## src/design/dfr_cfg.svh

```systemverilog
`ifndef DFR_CFG_SVH
`define DFR_CFG_SVH
// register byte offsets
`define DFR_OFF_CFG        12'h000
`define DFR_OFF_STATUS     12'h004
`define DFR_OFF_MEM_RSP    12'h008
`define DFR_OFF_OUT        12'h00C
`define DFR_CFG_RST        32'h0000_0000
`define DFR_CFG_MASK       32'h0000_7FFF
// configuration field positions
`define DFR_B_OVD_DIS      0
`define DFR_B_UVD_DIS      1
`define DFR_B_OTMP_DIS     2
`define DFR_B_OOR_DIS      3
`define DFR_B_COIL_DIS     4
`define DFR_B_LBIST_DIS    5
`define DFR_B_DIAG_MODE    6
`define DFR_B_HIZ_RESP     7
`define DFR_B_SENT         8
`define DFR_B_SENT_DATA    9
`define DFR_F_LOCK_LO      10
`define DFR_F_LOCK_HI      12
`define DFR_F_COIL_LO      13
`define DFR_F_COIL_HI      14
`define DFR_LOCK_SET       3'h5
`define DFR_COIL_OFF       2'h3
// thresholds
`define DFR_OT_LIMIT_C     9'h0A0
`define DFR_COIL_TOL_PCT   20'h0000A
`define DFR_PCT_FULL       20'h00064
// read response error flags
`define DFR_RSP_SBE        28
`define DFR_RSP_DBE        29
// coded duty cycles, in tens of percent
`define DFR_DUTY_COIL      4'h3
`define DFR_DUTY_UV        4'h4
`define DFR_DUTY_OV        4'h6
`define DFR_DUTY_OT        4'h7
`define DFR_DUTY_OOR_LO    4'h8
`define DFR_DUTY_OOR_HI    4'h9
// timing
`define DFR_CLK_PERIOD_NS  5
`define DFR_PO_DELAY_NS    1000000
`define DFR_PO_CYC         ((`DFR_PO_DELAY_NS + `DFR_CLK_PERIOD_NS - 1) / `DFR_CLK_PERIOD_NS)
`endif

```

## src/design/dfr_pkg.sv

```systemverilog
package dfr_pkg;
   typedef enum logic [2:0] {
      DFR_ST_OFF   = 3'b001,
      DFR_ST_DELAY = 3'b010,
      DFR_ST_RUN   = 3'b100
   } dfr_state_t;
   typedef logic [3:0] dfr_duty_t;
endpackage

```

## src/design/dfr_core.sv

```systemverilog
`timescale 1ns/1ps
`include "dfr_cfg.svh"
module dfr_core
   import dfr_pkg::*;
#(
   parameter int unsigned PO_CYC = `DFR_PO_CYC
) (
   // clock and reset
   input  wire logic        clk_i,
   input  wire logic        arst_n_i,
   // apb slave
   input  wire logic        psel_i,
   input  wire logic        penable_i,
   input  wire logic        pwrite_i,
   input  wire logic [11:0] paddr_i,
   input  wire logic [31:0] pwdata_i,
   output logic      [31:0] prdata_o,
   output logic             pready_o,
   output logic             pslverr_o,
   // analog indications
   input  wire logic        por_i,
   input  wire logic        uv_low_i,
   input  wire logic        uv_high_i,
   input  wire logic        ov_high_i,
   input  wire logic        ov_low_i,
   input  wire logic        hv_i,
   input  wire logic [8:0]  temp_c_i,
   input  wire logic        clamp_low_i,
   input  wire logic        clamp_high_i,
   input  wire logic        adc_under_i,
   input  wire logic        adc_over_i,
   input  wire logic        coil_sample_i,
   input  wire logic [15:0] coil_meas_i,
   input  wire logic [15:0] coil_ref_i,
   input  wire logic        lbist_fail_i,
   // memory read path
   input  wire logic        mem_rd_i,
   input  wire logic [25:0] mem_raw_i,
   input  wire logic [25:0] mem_flip_i,
   input  wire logic        mem_dbl_i,
   output logic      [31:0] mem_rsp_o,
   output logic             mem_rsp_valid_o,
   // output pin decision
   output logic             drive_en_o,
   output logic             normal_ok_o,
   output logic             half_rate_o,
   output logic      [3:0]  duty_code_o,
   output logic      [1:0]  status_comm_nibble_o,
   output logic      [7:0]  ext_flags_o,
   output logic             prog_mode_o,
   output logic             int_fault_o
);
   logic [1:0]  rst_sync_q;
   logic        rst_n;
   always_ff @(posedge clk_i or negedge arst_n_i) begin
      if (!arst_n_i) begin
         rst_sync_q <= 2'b00;
      end else begin
         rst_sync_q <= {rst_sync_q[0], 1'b1};
      end
   end
   assign rst_n = rst_sync_q[1];

   // register bus: no wait states, pready rises in the first access cycle
   logic [31:0] cfg_q, cfg_d, prdata_d, rsp_q, rsp_d;
   logic        pready_q, pready_d, pslverr_d, done, mapped;
   logic [7:0]  diag_q, diag_d;
   always_comb begin
      done      = psel_i && penable_i && pready_q;
      mapped    = (paddr_i == `DFR_OFF_CFG) || (paddr_i == `DFR_OFF_STATUS) ||
                  (paddr_i == `DFR_OFF_MEM_RSP) || (paddr_i == `DFR_OFF_OUT);
      pready_d  = psel_i && !pready_q;
      pslverr_d = psel_i && !pready_q && !mapped;
      cfg_d     = cfg_q;
      if (done && pwrite_i && paddr_i == `DFR_OFF_CFG) begin
         cfg_d = pwdata_i & `DFR_CFG_MASK;
      end
      case (paddr_i)
         `DFR_OFF_CFG:     prdata_d = cfg_q;
         `DFR_OFF_STATUS:  prdata_d = {24'h00_0000, diag_q};
         `DFR_OFF_MEM_RSP: prdata_d = rsp_q;
         `DFR_OFF_OUT:     prdata_d = {16'h0000, ext_flags_o, 1'b0, prog_mode_o,
                                       status_comm_nibble_o, duty_code_o};
         default:          prdata_d = 32'h0000_0000;
      endcase
   end
   always_ff @(posedge clk_i or negedge rst_n) begin
      if (!rst_n) begin
         cfg_q     <= `DFR_CFG_RST;
         pready_q  <= 1'b0;
         pslverr_o <= 1'b0;
         prdata_o  <= 32'h0000_0000;
      end else begin
         cfg_q     <= cfg_d;
         pready_q  <= pready_d;
         pslverr_o <= pslverr_d;
         prdata_o  <= prdata_d;
      end
   end
   assign pready_o = pready_q;
   logic       ovd_dis, uvd_dis, otmp_dis, oor_dis, coil_dis, lbist_dis;
   logic       diag1, hiz_resp, sent, sent_data, locked, coil_on;
   assign ovd_dis   = cfg_q[`DFR_B_OVD_DIS];
   assign uvd_dis   = cfg_q[`DFR_B_UVD_DIS];
   assign otmp_dis  = cfg_q[`DFR_B_OTMP_DIS];
   assign oor_dis   = cfg_q[`DFR_B_OOR_DIS];
   assign coil_dis  = cfg_q[`DFR_B_COIL_DIS];
   assign lbist_dis = cfg_q[`DFR_B_LBIST_DIS];
   assign hiz_resp  = cfg_q[`DFR_B_HIZ_RESP];
   assign sent      = cfg_q[`DFR_B_SENT];
   assign sent_data = cfg_q[`DFR_B_SENT_DATA];
   // diag mode 1 has no meaning in SENT, so it is ignored there
   assign diag1     = cfg_q[`DFR_B_DIAG_MODE] && !sent;
   assign locked    = cfg_q[`DFR_F_LOCK_HI:`DFR_F_LOCK_LO] == `DFR_LOCK_SET;
   assign coil_on   = cfg_q[`DFR_F_COIL_HI:`DFR_F_COIL_LO] != `DFR_COIL_OFF;
   // fault state with supply hysteresis
   logic        uv_q, uv_d, ov_q, ov_d, coil_q, coil_d, dbl_q, dbl_d;
   logic [15:0] cdiff;
   logic [22:0] cdev;
   always_comb begin
      uv_d = uv_q;
      if (uv_low_i) begin
         uv_d = 1'b1;
      end else if (uv_high_i) begin
         uv_d = 1'b0;
      end
      ov_d = ov_q;
      if (ov_high_i) begin
         ov_d = 1'b1;
      end else if (ov_low_i) begin
         ov_d = 1'b0;
      end
      cdiff  = (coil_meas_i > coil_ref_i) ? coil_meas_i - coil_ref_i
                                           : coil_ref_i - coil_meas_i;
      cdev   = {7'h00, cdiff} * {3'h0, `DFR_PCT_FULL};
      coil_d = coil_q;
      if (coil_sample_i) begin
         coil_d = cdev > {7'h00, coil_ref_i} * {3'h0, `DFR_COIL_TOL_PCT};
      end
      dbl_d = dbl_q || (mem_rd_i && mem_dbl_i);
   end
   always_ff @(posedge clk_i or negedge rst_n) begin
      if (!rst_n) begin
         uv_q   <= 1'b0;
         ov_q   <= 1'b0;
         coil_q <= 1'b0;
         dbl_q  <= 1'b0;
      end else begin
         uv_q   <= uv_d;
         ov_q   <= ov_d;
         coil_q <= coil_d;
         dbl_q  <= dbl_d;
      end
   end
   // status byte, msb first: oor hi, oor lo, ot, ov, uv, coil, lbist, mem
   logic       oor_hi, oor_lo, ot, lbist_f;
   assign oor_hi  = (clamp_high_i || adc_over_i) && !oor_dis;
   assign oor_lo  = (clamp_low_i || adc_under_i) && !oor_dis;
   assign ot      = (temp_c_i > `DFR_OT_LIMIT_C) && !otmp_dis;
   assign lbist_f = lbist_fail_i && !lbist_dis;
   assign diag_d  = {oor_hi, oor_lo, ot, ov_q && locked && !ovd_dis, uv_q && !uvd_dis,
                     coil_q && coil_on && !coil_dis, lbist_f, dbl_q};
   // memory read response
   logic [31:0] rsp_w;
   always_comb begin
      rsp_w                = {6'h00, mem_raw_i ^ mem_flip_i};
      rsp_w[`DFR_RSP_SBE]  = |mem_flip_i && !mem_dbl_i;
      rsp_w[`DFR_RSP_DBE]  = mem_dbl_i;
      rsp_d                = mem_rd_i ? rsp_w : rsp_q;
   end
   // power-on sequencing
   dfr_state_t  st_q, st_d;
   logic [31:0] po_cnt_q, po_cnt_d;
   always_comb begin
      st_d     = st_q;
      po_cnt_d = po_cnt_q;
      case (st_q)
         DFR_ST_OFF: begin
            po_cnt_d = 32'h0000_0000;
            if (!por_i) begin
               st_d = DFR_ST_DELAY;
            end
         end
         DFR_ST_DELAY: begin
            po_cnt_d = po_cnt_q + 32'h0000_0001;
            if (por_i) begin
               st_d = DFR_ST_OFF;
            end else if (po_cnt_q >= PO_CYC - 1) begin
               st_d = DFR_ST_RUN;
            end
         end
         DFR_ST_RUN: begin
            if (por_i) begin
               st_d = DFR_ST_OFF;
            end
         end
         default: st_d = DFR_ST_OFF;
      endcase
   end
   // output decision, highest priority first
   logic       drv_d, ok_d, half_d, prog_d, any_f;
   logic [3:0] duty_d;
   logic [1:0] scn_d;
   always_comb begin
      drv_d  = 1'b0;
      ok_d   = 1'b0;
      half_d = 1'b0;
      duty_d = 4'h0;
      scn_d  = 2'b00;
      prog_d = ov_q && !locked && !hv_i;
      any_f  = |diag_d[7:2];
      if (hv_i) begin
         drv_d = 1'b0;
      end else if (por_i || (st_q != DFR_ST_RUN && (st_q == DFR_ST_OFF || !any_f))) begin
         drv_d = 1'b0;
      end else if (prog_d || lbist_f || dbl_q) begin
         drv_d = 1'b0;
      end else if (any_f) begin
         drv_d = !(hiz_resp || diag1);
         half_d = !sent && drv_d;
         if (diag_d[4]) begin
            duty_d = `DFR_DUTY_OV;
         end else if (diag_d[3]) begin
            duty_d = `DFR_DUTY_UV;
         end else if (diag_d[5]) begin
            duty_d = `DFR_DUTY_OT;
         end else if (diag_d[2]) begin
            duty_d = `DFR_DUTY_COIL;
         end else if (diag_d[6]) begin
            duty_d = `DFR_DUTY_OOR_LO;
         end else begin
            duty_d = `DFR_DUTY_OOR_HI;
         end
         if (sent || !drv_d) begin
            duty_d = 4'h0;
         end
         scn_d = {|diag_d[7:3], diag_d[2]} & {2{sent && drv_d}};
      end else begin
         drv_d = 1'b1;
         ok_d  = 1'b1;
      end
   end

   logic [7:0] ext_d;
   genvar gi;
   generate
      for (gi = 0; gi < 8; gi++) begin : g_rev
         assign ext_d[gi] = diag_d[7 - gi] && sent && sent_data;
      end
   endgenerate
   always_ff @(posedge clk_i or negedge rst_n) begin
      if (!rst_n) begin
         st_q                 <= DFR_ST_OFF;
         po_cnt_q             <= 32'h0000_0000;
         diag_q               <= 8'h00;
         rsp_q                <= 32'h0000_0000;
         mem_rsp_o            <= 32'h0000_0000;
         mem_rsp_valid_o      <= 1'b0;
         drive_en_o           <= 1'b0;
         normal_ok_o          <= 1'b0;
         half_rate_o          <= 1'b0;
         duty_code_o          <= 4'h0;
         status_comm_nibble_o <= 2'b00;
         ext_flags_o          <= 8'h00;
         prog_mode_o          <= 1'b0;
         int_fault_o          <= 1'b0;
      end else begin
         st_q                 <= st_d;
         po_cnt_q             <= po_cnt_d;
         diag_q               <= diag_d;
         rsp_q                <= rsp_d;
         mem_rsp_o            <= rsp_d;
         mem_rsp_valid_o      <= mem_rd_i;
         drive_en_o           <= drv_d;
         normal_ok_o          <= ok_d;
         half_rate_o          <= half_d;
         duty_code_o          <= duty_d;
         status_comm_nibble_o <= scn_d;
         ext_flags_o          <= ext_d;
         prog_mode_o          <= prog_d;
         int_fault_o          <= dbl_d;
      end
   end
endmodule // dfr_core

```

## config.mk

```make
export PLATFORM = sky130hd
export DESIGN_NAME = dfr_core
export DESIGN_NICKNAME = d
export VERILOG_FILES = /design/src/design/dfr_pkg.sv /design/src/design/dfr_core.sv
export VERILOG_INCLUDE_DIRS = /design/src /design/src/design
export SDC_FILE = /design/constraint.sdc
export NUM_CORES = 1
export LEC_CHECK = 0
export BUFFER_PORTS_ARGS = -buffer_cell sky130_fd_sc_hd__buf_2
export CAP_MARGIN = 20
export CORE_ASPECT_RATIO = 2
export CORE_MARGIN = 4
export CORE_UTILIZATION = 55
export CTS_CLUSTER_DIAMETER = 120
export DETAILED_ROUTE_END_ITERATION = 10
export MAX_ROUTING_LAYER = met4
export PLACE_DENSITY = 0.82
export REMOVE_ABC_BUFFERS = 1
export SLEW_MARGIN = 20
export SYNTH_ARGS = -nofsm -noshare
export SYNTH_HDL_FRONTEND = slang
export SYNTH_SLANG_ARGS = --single-unit
```

## constraint.sdc

```tcl
create_clock -name clk_i -period 8.8 [get_ports clk_i]
set_clock_uncertainty 0.1 [all_clocks]
set_input_delay 0.88 -clock clk_i [delete_from_list [all_inputs] [get_ports clk_i]]
set_output_delay 0.88 -clock clk_i [all_outputs]
set_load 0.05 [all_outputs]
```

==> insert_results.sql, run 1 <==
INSERT INTO impl_metrics (metric_group, metric, value, unit) VALUES
('yosys', 'async_s_r_ff_share_synth', '100.0', '%'),
('critical_path', 'worst_setup_path_start_kind', 'input pin', ''),
('drt', 'drt-vias-per-instance', '5.833', ''),
('placed_design', 'gp_congestion', '0.9434', ''),
('timing', 'slew-limit-headroom', '39.27', '%'),
('worst_hold_path', 'hold_path.class', 'in2async', ''),
('cells_and_area', 'layout.cells.most_common', 'sky130_fd_sc_hd__buf_2', ''),
('clock_tree', 'tritoncts.num_buffers', '25', ''),
('clock_tree', 'htree_levels', '4', ''),
('grt', 'grt-ovfl-total', '0', ''),
('critical_path', 'path_max_fanout', '9', ''),
('yosys', 'syn_inst', '1089', ''),
('timing', 'timing.final.crit_share', '91.49', '%'),
('timing', 'hold_viol', '0', ''),
('yosys', 'synthFlopType', 'sky130_fd_sc_hd__dfrtp_1', ''),
('clock_tree', 'cts_tree', 'yes', ''),
('cells_and_area', 'layout_common_cells', '216 x sky130_fd_sc_hd__buf_2, 139 x sky130_fd_sc_hd__dfrtp_1, 128 x sky130_fd_sc_hd__ha_1', ''),
('timing', 'worst_slew_pin_slew', '0.9026', 'ns'),
('timing', 'timing.fmax', '0.1242', 'GHz'),
('floorplan', 'floorplan.initialDensity', '56.19', '%'),
('clock_tree', 'post_cts.repair.setup_buffers', '0', ''),
('cells_and_area', 'design.final.nets', '1607', ''),
('floorplan', 'die_boundary_height', '201.4', 'µm'),
('flow_run', 'drv.max_cap_violation_count', '0', ''),
('cells_and_area', 'design_area', '12250', 'µm²'),
('drt', 'vias', '8918', ''),
('placed_design', 'place_area', '11530', 'µm²'),
('grt', 'number_of_global_route_vias_before_repair', '9412', ''),
('placed_design', 'dp.cells', '1498', ''),
('critical_path', 'setup.worst_path.class', 'in2reg', ''),
('yosys', 'synth_sequential_area_ratio', '34.31', '%'),
('yosys', 'postSynthRegisterBits', '141', ''),
('clock_tree', 'clk_latency', '0.46', 'ns'),
('critical_path', 'worst-endpoint-arrival', '8.25', 'ns'),
('critical_path', 'reg2regPathDepth', '9', ''),
('floorplan', 'placementRows', '70', ''),
('floorplan', 'floorplan.die.width', '104.7', 'µm'),
('yosys', 'ys_warn_count', '0', ''),
('floorplan', 'io_pins', '242', ''),
('grt', 'global_route.usage.total', '26.63', '%'),
('pwr', 'power.leakage', '6.454', 'nW'),
('critical_path', 'cp-end-kind', 'register', ''),
('pwr', 'ir_worst_vdd', '262.4', 'µV'),
('yosys', 'postSynthAreaPerCell', '9.445', 'µm²'),
('outcome', 'status', 'finished, final reports clean', ''),
('drt', 'route.antenna.remaining_nets', '0', ''),
('clock_tree', 'cts_buffer_depth', '3', ''),
('yosys', 'synth_enable_flop_cells', '0', ''),
('clock_tree', 'cts_resized', '0', ''),
('yosys', 'syn_area', '10290', 'µm²'),
('cells_and_area', 'final_util', '66.91', '%'),
('timing', 'grt_setup_unrepaired', 'false', ''),
('clock_tree', 'cts.clk_slew.worst_paths', '0.06', 'ns'),
('pwr', 'power.density_cell_area', '304.0', 'nW/µm²'),
('timing', 'totalNegativeSetupSlack', '0', 'ns'),
('critical_path', 'timing.critical_path.mode_cell', 'sky130_fd_sc_hd__ha_1', ''),
('clock_tree', 'clk_root_buffer_cell', 'sky130_fd_sc_hd__clkbuf_16', ''),
('floorplan', 'core_area', '18310', 'µm²'),
('clock_tree', 'cts.sink_count', '141', ''),
('timing', 'finalHoldWorstSlack', '0.09333', 'ns'),
('drt', 'firstDrtPassIters', '5', ''),
('cells_and_area', 'fin_cells', '1529', ''),
('critical_path', 'critPathSlowestCell', 'sky130_fd_sc_hd__fa_1', ''),
('critical_path', 'worst_path_largest_cell_delay', '0.53', 'ns'),
('timing', 'setup_viol', '0', ''),
('grt', 'number_of_antenna_violations_at_the_first_check_in_global_routing', '0', ''),
('floorplan', 'floorplan.die_area', '21090', 'µm²'),
('drt', 'drt_iter0_drc', '320', ''),
('drt', 'wl', '27420', 'µm'),
('clock_tree', 'cts_hold_fix_bufs', '0', ''),
('critical_path', 'ff2ff_setup_slack', '5.91', 'ns');
-- layout make-up --
type	count	area, µm²
inverters	110	412.9
well taps	216	270.3
repair buffers	223	1134
clock inverters	2	60.06
clock buffers	29	660.6
fillers	1486	6057
flip-flops and latches	141	3533
multi-input cells	808	6177
-- registers in the layout (all words and copies together) (netlist names), 2 cells and up --
signal                flops
status_comm_nibble_o      2
rsp_q                    28
ext_flags_o               8
duty_code_o               4
prdata_o                 28
po_cnt_q                 32
st_q                      3
rst_sync_q                2
diag_q                    8
cfg_q                    15
-- cells by family after synthesis --
family	synth area share, %
AOI/OAI and AO/OA	14.09
xor gates and xnor gates	6.131
adders and majority gates	18.29
buffers and inverters	5.887
DFF	34.31
muxes	6.483
other	0.07301
and+or+nand+nor	14.73
-- worst max-delay path: cells and delay by family --
family / cells / cell delay [ns]
adder cells (fa/ha/maj): 7 / 2.42
AND/OR/NAND/NOR: 6 / 0.69
multiplexers: 1 / 0.39
XOR/XNOR: 1 / 0.31
buffers and inverters: 5 / 0.32
AO/OA/AOI/OAI: 14 / 3.24
-- worst max path at each step --
stage | cells after the start | startpoint | slack (ns) | to
final | 34 | coil_meas_i[0] | 0.75 | coil_q
after global routing | 34 | coil_meas_i[0] | 0.35 | coil_q
after CTS | 34 | coil_meas_i[0] | 0.78 | coil_q
after detailed placement | 34 | coil_meas_i[0] | 0.35 | coil_q
after global placement | 34 | coil_meas_i[0] | 0.47 | coil_q
after floorplan | 33 | coil_meas_i[0] | 1.14 | coil_q
-- routing by layer --
layer / wire [µm] / GRT usage, % / vias up
li1: - / - / 4213
met1: 8473 / 21.99 / 4293
met2: 15910 / 52.94 / 309
met3: 1082 / 3.242 / 103
met4: 1959 / 17.83 / 0
met5: 0 / - / -
-- cells in the mapped netlist (3+ instances only) --
master | instances | share of area [%]
sky130_fd_sc_hd__or3_1 | 4 | 0.24
sky130_fd_sc_hd__xor2_1 | 19 | 1.6
sky130_fd_sc_hd__a21oi_1 | 68 | 3.3
sky130_fd_sc_hd__a21o_1 | 27 | 2.0
sky130_fd_sc_hd__xnor2_1 | 53 | 4.5
sky130_fd_sc_hd__nor4_1 | 17 | 1.0
sky130_fd_sc_hd__o211ai_1 | 8 | 0.58
sky130_fd_sc_hd__inv_1 | 109 | 4.0
sky130_fd_sc_hd__a31oi_1 | 19 | 1.2
sky130_fd_sc_hd__buf_2 | 7 | 0.34
sky130_fd_sc_hd__mux2i_1 | 27 | 2.6
sky130_fd_sc_hd__buf_4 | 8 | 0.58
sky130_fd_sc_hd__ha_1 | 128 | 16
sky130_fd_sc_hd__nand3b_1 | 3 | 0.22
sky130_fd_sc_hd__o21ai_0 | 47 | 2.3
sky130_fd_sc_hd__nand2_1 | 51 | 1.9
sky130_fd_sc_hd__o21a_1 | 8 | 0.58
sky130_fd_sc_hd__nand2b_1 | 12 | 0.73
sky130_fd_sc_hd__dfrtp_1 | 140 | 34
sky130_fd_sc_hd__nand4_1 | 15 | 0.91
sky130_fd_sc_hd__and3_1 | 15 | 0.91
sky130_fd_sc_hd__nor2_1 | 101 | 3.7
sky130_fd_sc_hd__a211oi_1 | 4 | 0.29
sky130_fd_sc_hd__buf_1 | 4 | 0.15
sky130_fd_sc_hd__clkbuf_1 | 16 | 0.58
sky130_fd_sc_hd__and2_1 | 16 | 0.97
sky130_fd_sc_hd__nor3b_1 | 6 | 0.44
sky130_fd_sc_hd__o31ai_1 | 10 | 0.73
sky130_fd_sc_hd__a211o_1 | 3 | 0.26
sky130_fd_sc_hd__o21bai_1 | 8 | 0.58
sky130_fd_sc_hd__mux4_2 | 7 | 1.5
sky130_fd_sc_hd__nor3_1 | 8 | 0.39
sky130_fd_sc_hd__fa_1 | 14 | 2.7
sky130_fd_sc_hd__mux2_2 | 20 | 2.2
sky130_fd_sc_hd__or4_1 | 4 | 0.29
sky130_fd_sc_hd__nor2b_1 | 16 | 0.97
sky130_fd_sc_hd__a31oi_2 | 3 | 0.36
sky130_fd_sc_hd__nand3_1 | 28 | 1.4
-- power breakdown --
group	internal (mW)	leakage (nW)	switching, mW	total (mW)
clock	0.578	0.353	0.269	0.848
combinational	0.918	4.27	1.25	2.17
sequential	0.678	1.83	0.0276	0.706
-- stage by stage --
stage / total power [mW] / worst slack (ns)
after floorplan: 2.339 / 1.136
after global placement: 2.802 / 0.4653
after detailed placement: 2.868 / 0.3468
after CTS: 3.735 / 0.7774
after global routing: 4.025 / 0.3536
final: 3.723 / 0.7491
(Power assumes the default switching activity.)
==> inputs of run 2 (changes only) <==
==> constraint.sdc (replaced) <==
create_clock -name clk_i -period 8.8 [get_ports clk_i]
set_clock_uncertainty 0.1 [all_clocks]
set_input_delay 0.44 -clock clk_i [delete_from_list [all_inputs] [get_ports clk_i]]
set_output_delay 0.44 -clock clk_i [all_outputs]
set_load 0.05 [all_outputs]
==> run 2 against run 1 <==
Setup slack improved by 0.40 ns. Utilization decreased by 0.31 points. Combinational power about the same. Clock power decreased by 7.9%. Global-route usage decreased by 0.39 points. Register-to-register slack about the same. Die area unchanged. Non-clock buffer count decreased by 1. Sequential power about the same. Power decreased by 1.6%.
==> insert_results.sql, run 2 (synthesized netlist as in run 1, its figures left out) <==
INSERT INTO impl_metrics (metric_group, metric, value, unit) VALUES
('outcome', 'status', 'finished, final reports clean', ''),
('critical_path', 'reg2regPathDepth', '9', ''),
('critical_path', 'cp-end-kind', 'register', ''),
('pwr', 'ir_worst_vdd', '271.2', 'µV'),
('clock_tree', 'cts.sink_count', '141', ''),
('worst_hold_path', 'worst_hold_startpoint', 'uv_low_i', ''),
('placed_design', 'place_area', '11510', 'µm²'),
('drt', 'drt_iter0_drc', '254', ''),
('floorplan', 'core_area', '18310', 'µm²'),
('drt', 'firstDrtPassIters', '4', ''),
('clock_tree', 'cts.clk_slew.worst_paths', '0.05', 'ns'),
('grt', 'grt_start_max_net_pins', '84', ''),
('placed_design', 'dp_hpwl', '21660', 'µm'),
('pwr', 'finalPower', '3.664', 'mW'),
('timing', 'fin_crit', '7.655', 'ns'),
('floorplan', 'placementRows', '70', ''),
('clock_tree', 'clk_latency', '0.45', 'ns'),
('pwr', 'power.density_cell_area', '300.6', 'nW/µm²'),
('flow_run', 'drv.max_cap_violation_count', '0', ''),
('cells_and_area', 'design_area', '12190', 'µm²'),
('critical_path', 'setup.worst_path.class', 'in2reg', ''),
('grt', 'grt-ovfl-total', '0', ''),
('timing', 'worst_slew_pin_slew', '1.014', 'ns'),
('drt', 'wl', '27040', 'µm'),
('critical_path', 'worst_path_largest_cell_delay', '0.51', 'ns'),
('timing', 'grt_setup_unrepaired', 'false', ''),
('worst_hold_path', 'hold_depth', '2', ''),
('drt', 'routed_wire_length_per_instance', '17.67', 'µm'),
('cells_and_area', 'design.final.nets', '1606', ''),
('critical_path', 'required', '9.00', 'ns'),
('timing', 'timing.fmax', '0.1306', 'GHz'),
('grt', 'wire_length_of_the_first_global_routing_pass', '43380', 'µm'),
('timing', 'setup_viol', '0', ''),
('grt', 'number_of_antenna_violations_at_the_first_check_in_global_routing', '1', ''),
('critical_path', 'ff2ff_setup_slack', '5.91', 'ns'),
('placed_design', 'portbufs', '216', ''),
('clock_tree', 'clk_root_buffer_cell', 'sky130_fd_sc_hd__clkbuf_16', ''),
('cells_and_area', 'layout_common_cells', '216 x sky130_fd_sc_hd__buf_2, 139 x sky130_fd_sc_hd__dfrtp_1, 128 x sky130_fd_sc_hd__ha_1', ''),
('timing', 'hold_viol', '0', ''),
('floorplan', 'floorplan.initialDensity', '56.19', '%'),
('cells_and_area', 'reg.largest.list', 'po_cnt_q (32), prdata_o (28), rsp_q (28)', ''),
('clock_tree', 'cts_buffer_depth', '3', ''),
('critical_path', 'timing.critical_path.mode_cell', 'sky130_fd_sc_hd__ha_1', ''),
('timing', 'final_critical_path_setup_slack', '1.145', 'ns'),
('timing', 'slew-limit-headroom', '32.38', '%'),
('critical_path', 'worst_setup_path_start_kind', 'input pin', ''),
('timing', 'timing.final.crit_share', '86.99', '%'),
('cells_and_area', 'layout.area.seq', '3533', 'µm²'),
('floorplan', 'floorplan.die_area', '21090', 'µm²'),
('drt', 'route.antenna.remaining_nets', '0', ''),
('critical_path', 'worstSetupStartpoint', 'coil_meas_i[0]', ''),
('cells_and_area', 'largest_register', 'po_cnt_q', ''),
('critical_path', 'r2r_end', 'po_cnt_q[31]', ''),
('cells_and_area', 'drive_gt1_share', '22.54', '%'),
('cells_and_area', 'multi_input_comb_area', '6177', 'µm²'),
('drt', 'drt-vias-per-instance', '5.798', ''),
('placed_design', 'preCtsSetupSlack', '0.7437', 'ns'),
('grt', 'global_route.usage.total', '26.24', '%'),
('cells_and_area', 'final_util', '66.60', '%'),
('worst_hold_path', 'holdPathEnd', 'uv_q', ''),
('worst_hold_path', 'hold_path.class', 'in2reg', ''),
('cells_and_area', 'max_reg_flops', '32', ''),
('critical_path', 'worst-endpoint-arrival', '7.86', 'ns'),
('timing', 'totalNegativeSetupSlack', '0', 'ns'),
('cells_and_area', 'layout.cells.most_common', 'sky130_fd_sc_hd__buf_2', ''),
('clock_tree', 'cts_tree', 'yes', ''),
('floorplan', 'floorplan.die.width', '104.7', 'µm'),
('cells_and_area', 'areaGrowthSynthToFinish', '18.51', '%'),
('critical_path', 'critPathSlowestCell', 'sky130_fd_sc_hd__fa_1', ''),
('clock_tree', 'tritoncts.num_buffers', '25', ''),
('grt', 'number_of_global_route_vias_before_repair', '9278', ''),
('drt', 'vias', '8871', ''),
('critical_path', 'path_max_fanout', '9', ''),
('critical_path', 'r2r_start', 'st_q[2]', ''),
('pwr', 'power.leakage', '6.426', 'nW'),
('floorplan', 'io_pins', '242', ''),
('clock_tree', 'cts_resized', '0', ''),
('placed_design', 'gp_congestion', '0.9502', ''),
('timing', 'timing.final.max_slew_violations', '0', ''),
('clock_tree', 'htree_levels', '4', ''),
('floorplan', 'die_boundary_height', '201.4', 'µm'),
('cells_and_area', 'final.fill_count', '1456', ''),
('drt', 'detail_route.drc_violations', '0', '');
[run 2: cell count changes in the layout (fill, tap and decap cells not counted)]
cell                            before  now
sky130_fd_sc_hd__clkinv_2            0    3
sky130_fd_sc_hd__buf_4               7    5
sky130_fd_sc_hd__bufinv_16           2    0
sky130_fd_sc_hd__clkbuf_1            2    3
sky130_fd_sc_hd__clkbuf_8            2    1
sky130_fd_sc_hd__diode_2             0    1
sky130_fd_sc_hd__dlygate4sd3_1       0    1
[run 2: metrics by stage]
step / cells / hold slack (ns)
after global routing: 1530 / 0.06540
after CTS: 1529 / 0.05830
final: 1530 / 0.06960
after detailed placement: 1496 / 0.1261
after floorplan: 1059 / 0.04441
after global placement: 1496 / 0.1257
[run 2: repair_timing]
action	in CTS	in global routing
endpoints found under the hold margin	2	0
hold buffers	1	0
buffers inserted	0	0
[run 2: worst max-delay path: cells and delay by family]
family                   cells  cell delay [ns]
buffers and inverters        5             0.32
XOR/XNOR                     1             0.34
AO/OA/AOI/OAI               14             3.29
multiplexers                 1             0.34
AND/OR/NAND/NOR              6             0.74
adder cells (fa/ha/maj)      7             2.36
[run 2: worst max-delay path by stage]
| stage | end | slack (ns) | depth (start not counted) |
|---|---|---|---|
| floorplan | coil_q | 1.58 | 33 |
| global placement | coil_q | 0.88 | 34 |
| detailed placement | coil_q | 0.74 | 34 |
| CTS | coil_q | 1.17 | 34 |
| global route | coil_q | 0.63 | 34 |
| finish | coil_q | 1.15 | 34 |
[run 2: area by class of cell]
| class | count | share of cell area (%) |
|---|---|---|
| Clock buffer | 29 | 5.337 |
| Inverter | 110 | 3.387 |
| Clock inverter | 3 | 0.1232 |
| Timing Repair Buffer | 222 | 9.258 |
| Antenna cell | 1 | 0.02053 |
| Sequential cell | 141 | 28.99 |
| Tap cell | 216 | 2.217 |
| Multi-Input combinational cell | 808 | 50.67 |
[run 2: power breakdown]
part           switching (mW)  internal (mW)
registers              0.0294          0.678
clock network           0.268          0.513
logic                    1.25          0.921
total                    1.55           2.11
[run 2: per-layer routing]
layer / global-route usage, % / vias to the layer above / part of all wire [%]
met4: 17.93 / 0 / 7.0
met1: 22.39 / 4228 / 31
li1: - / 4223 / -
met5: - / - / 0
met2: 51.30 / 309 / 58
met3: 3.050 / 111 / 4.2
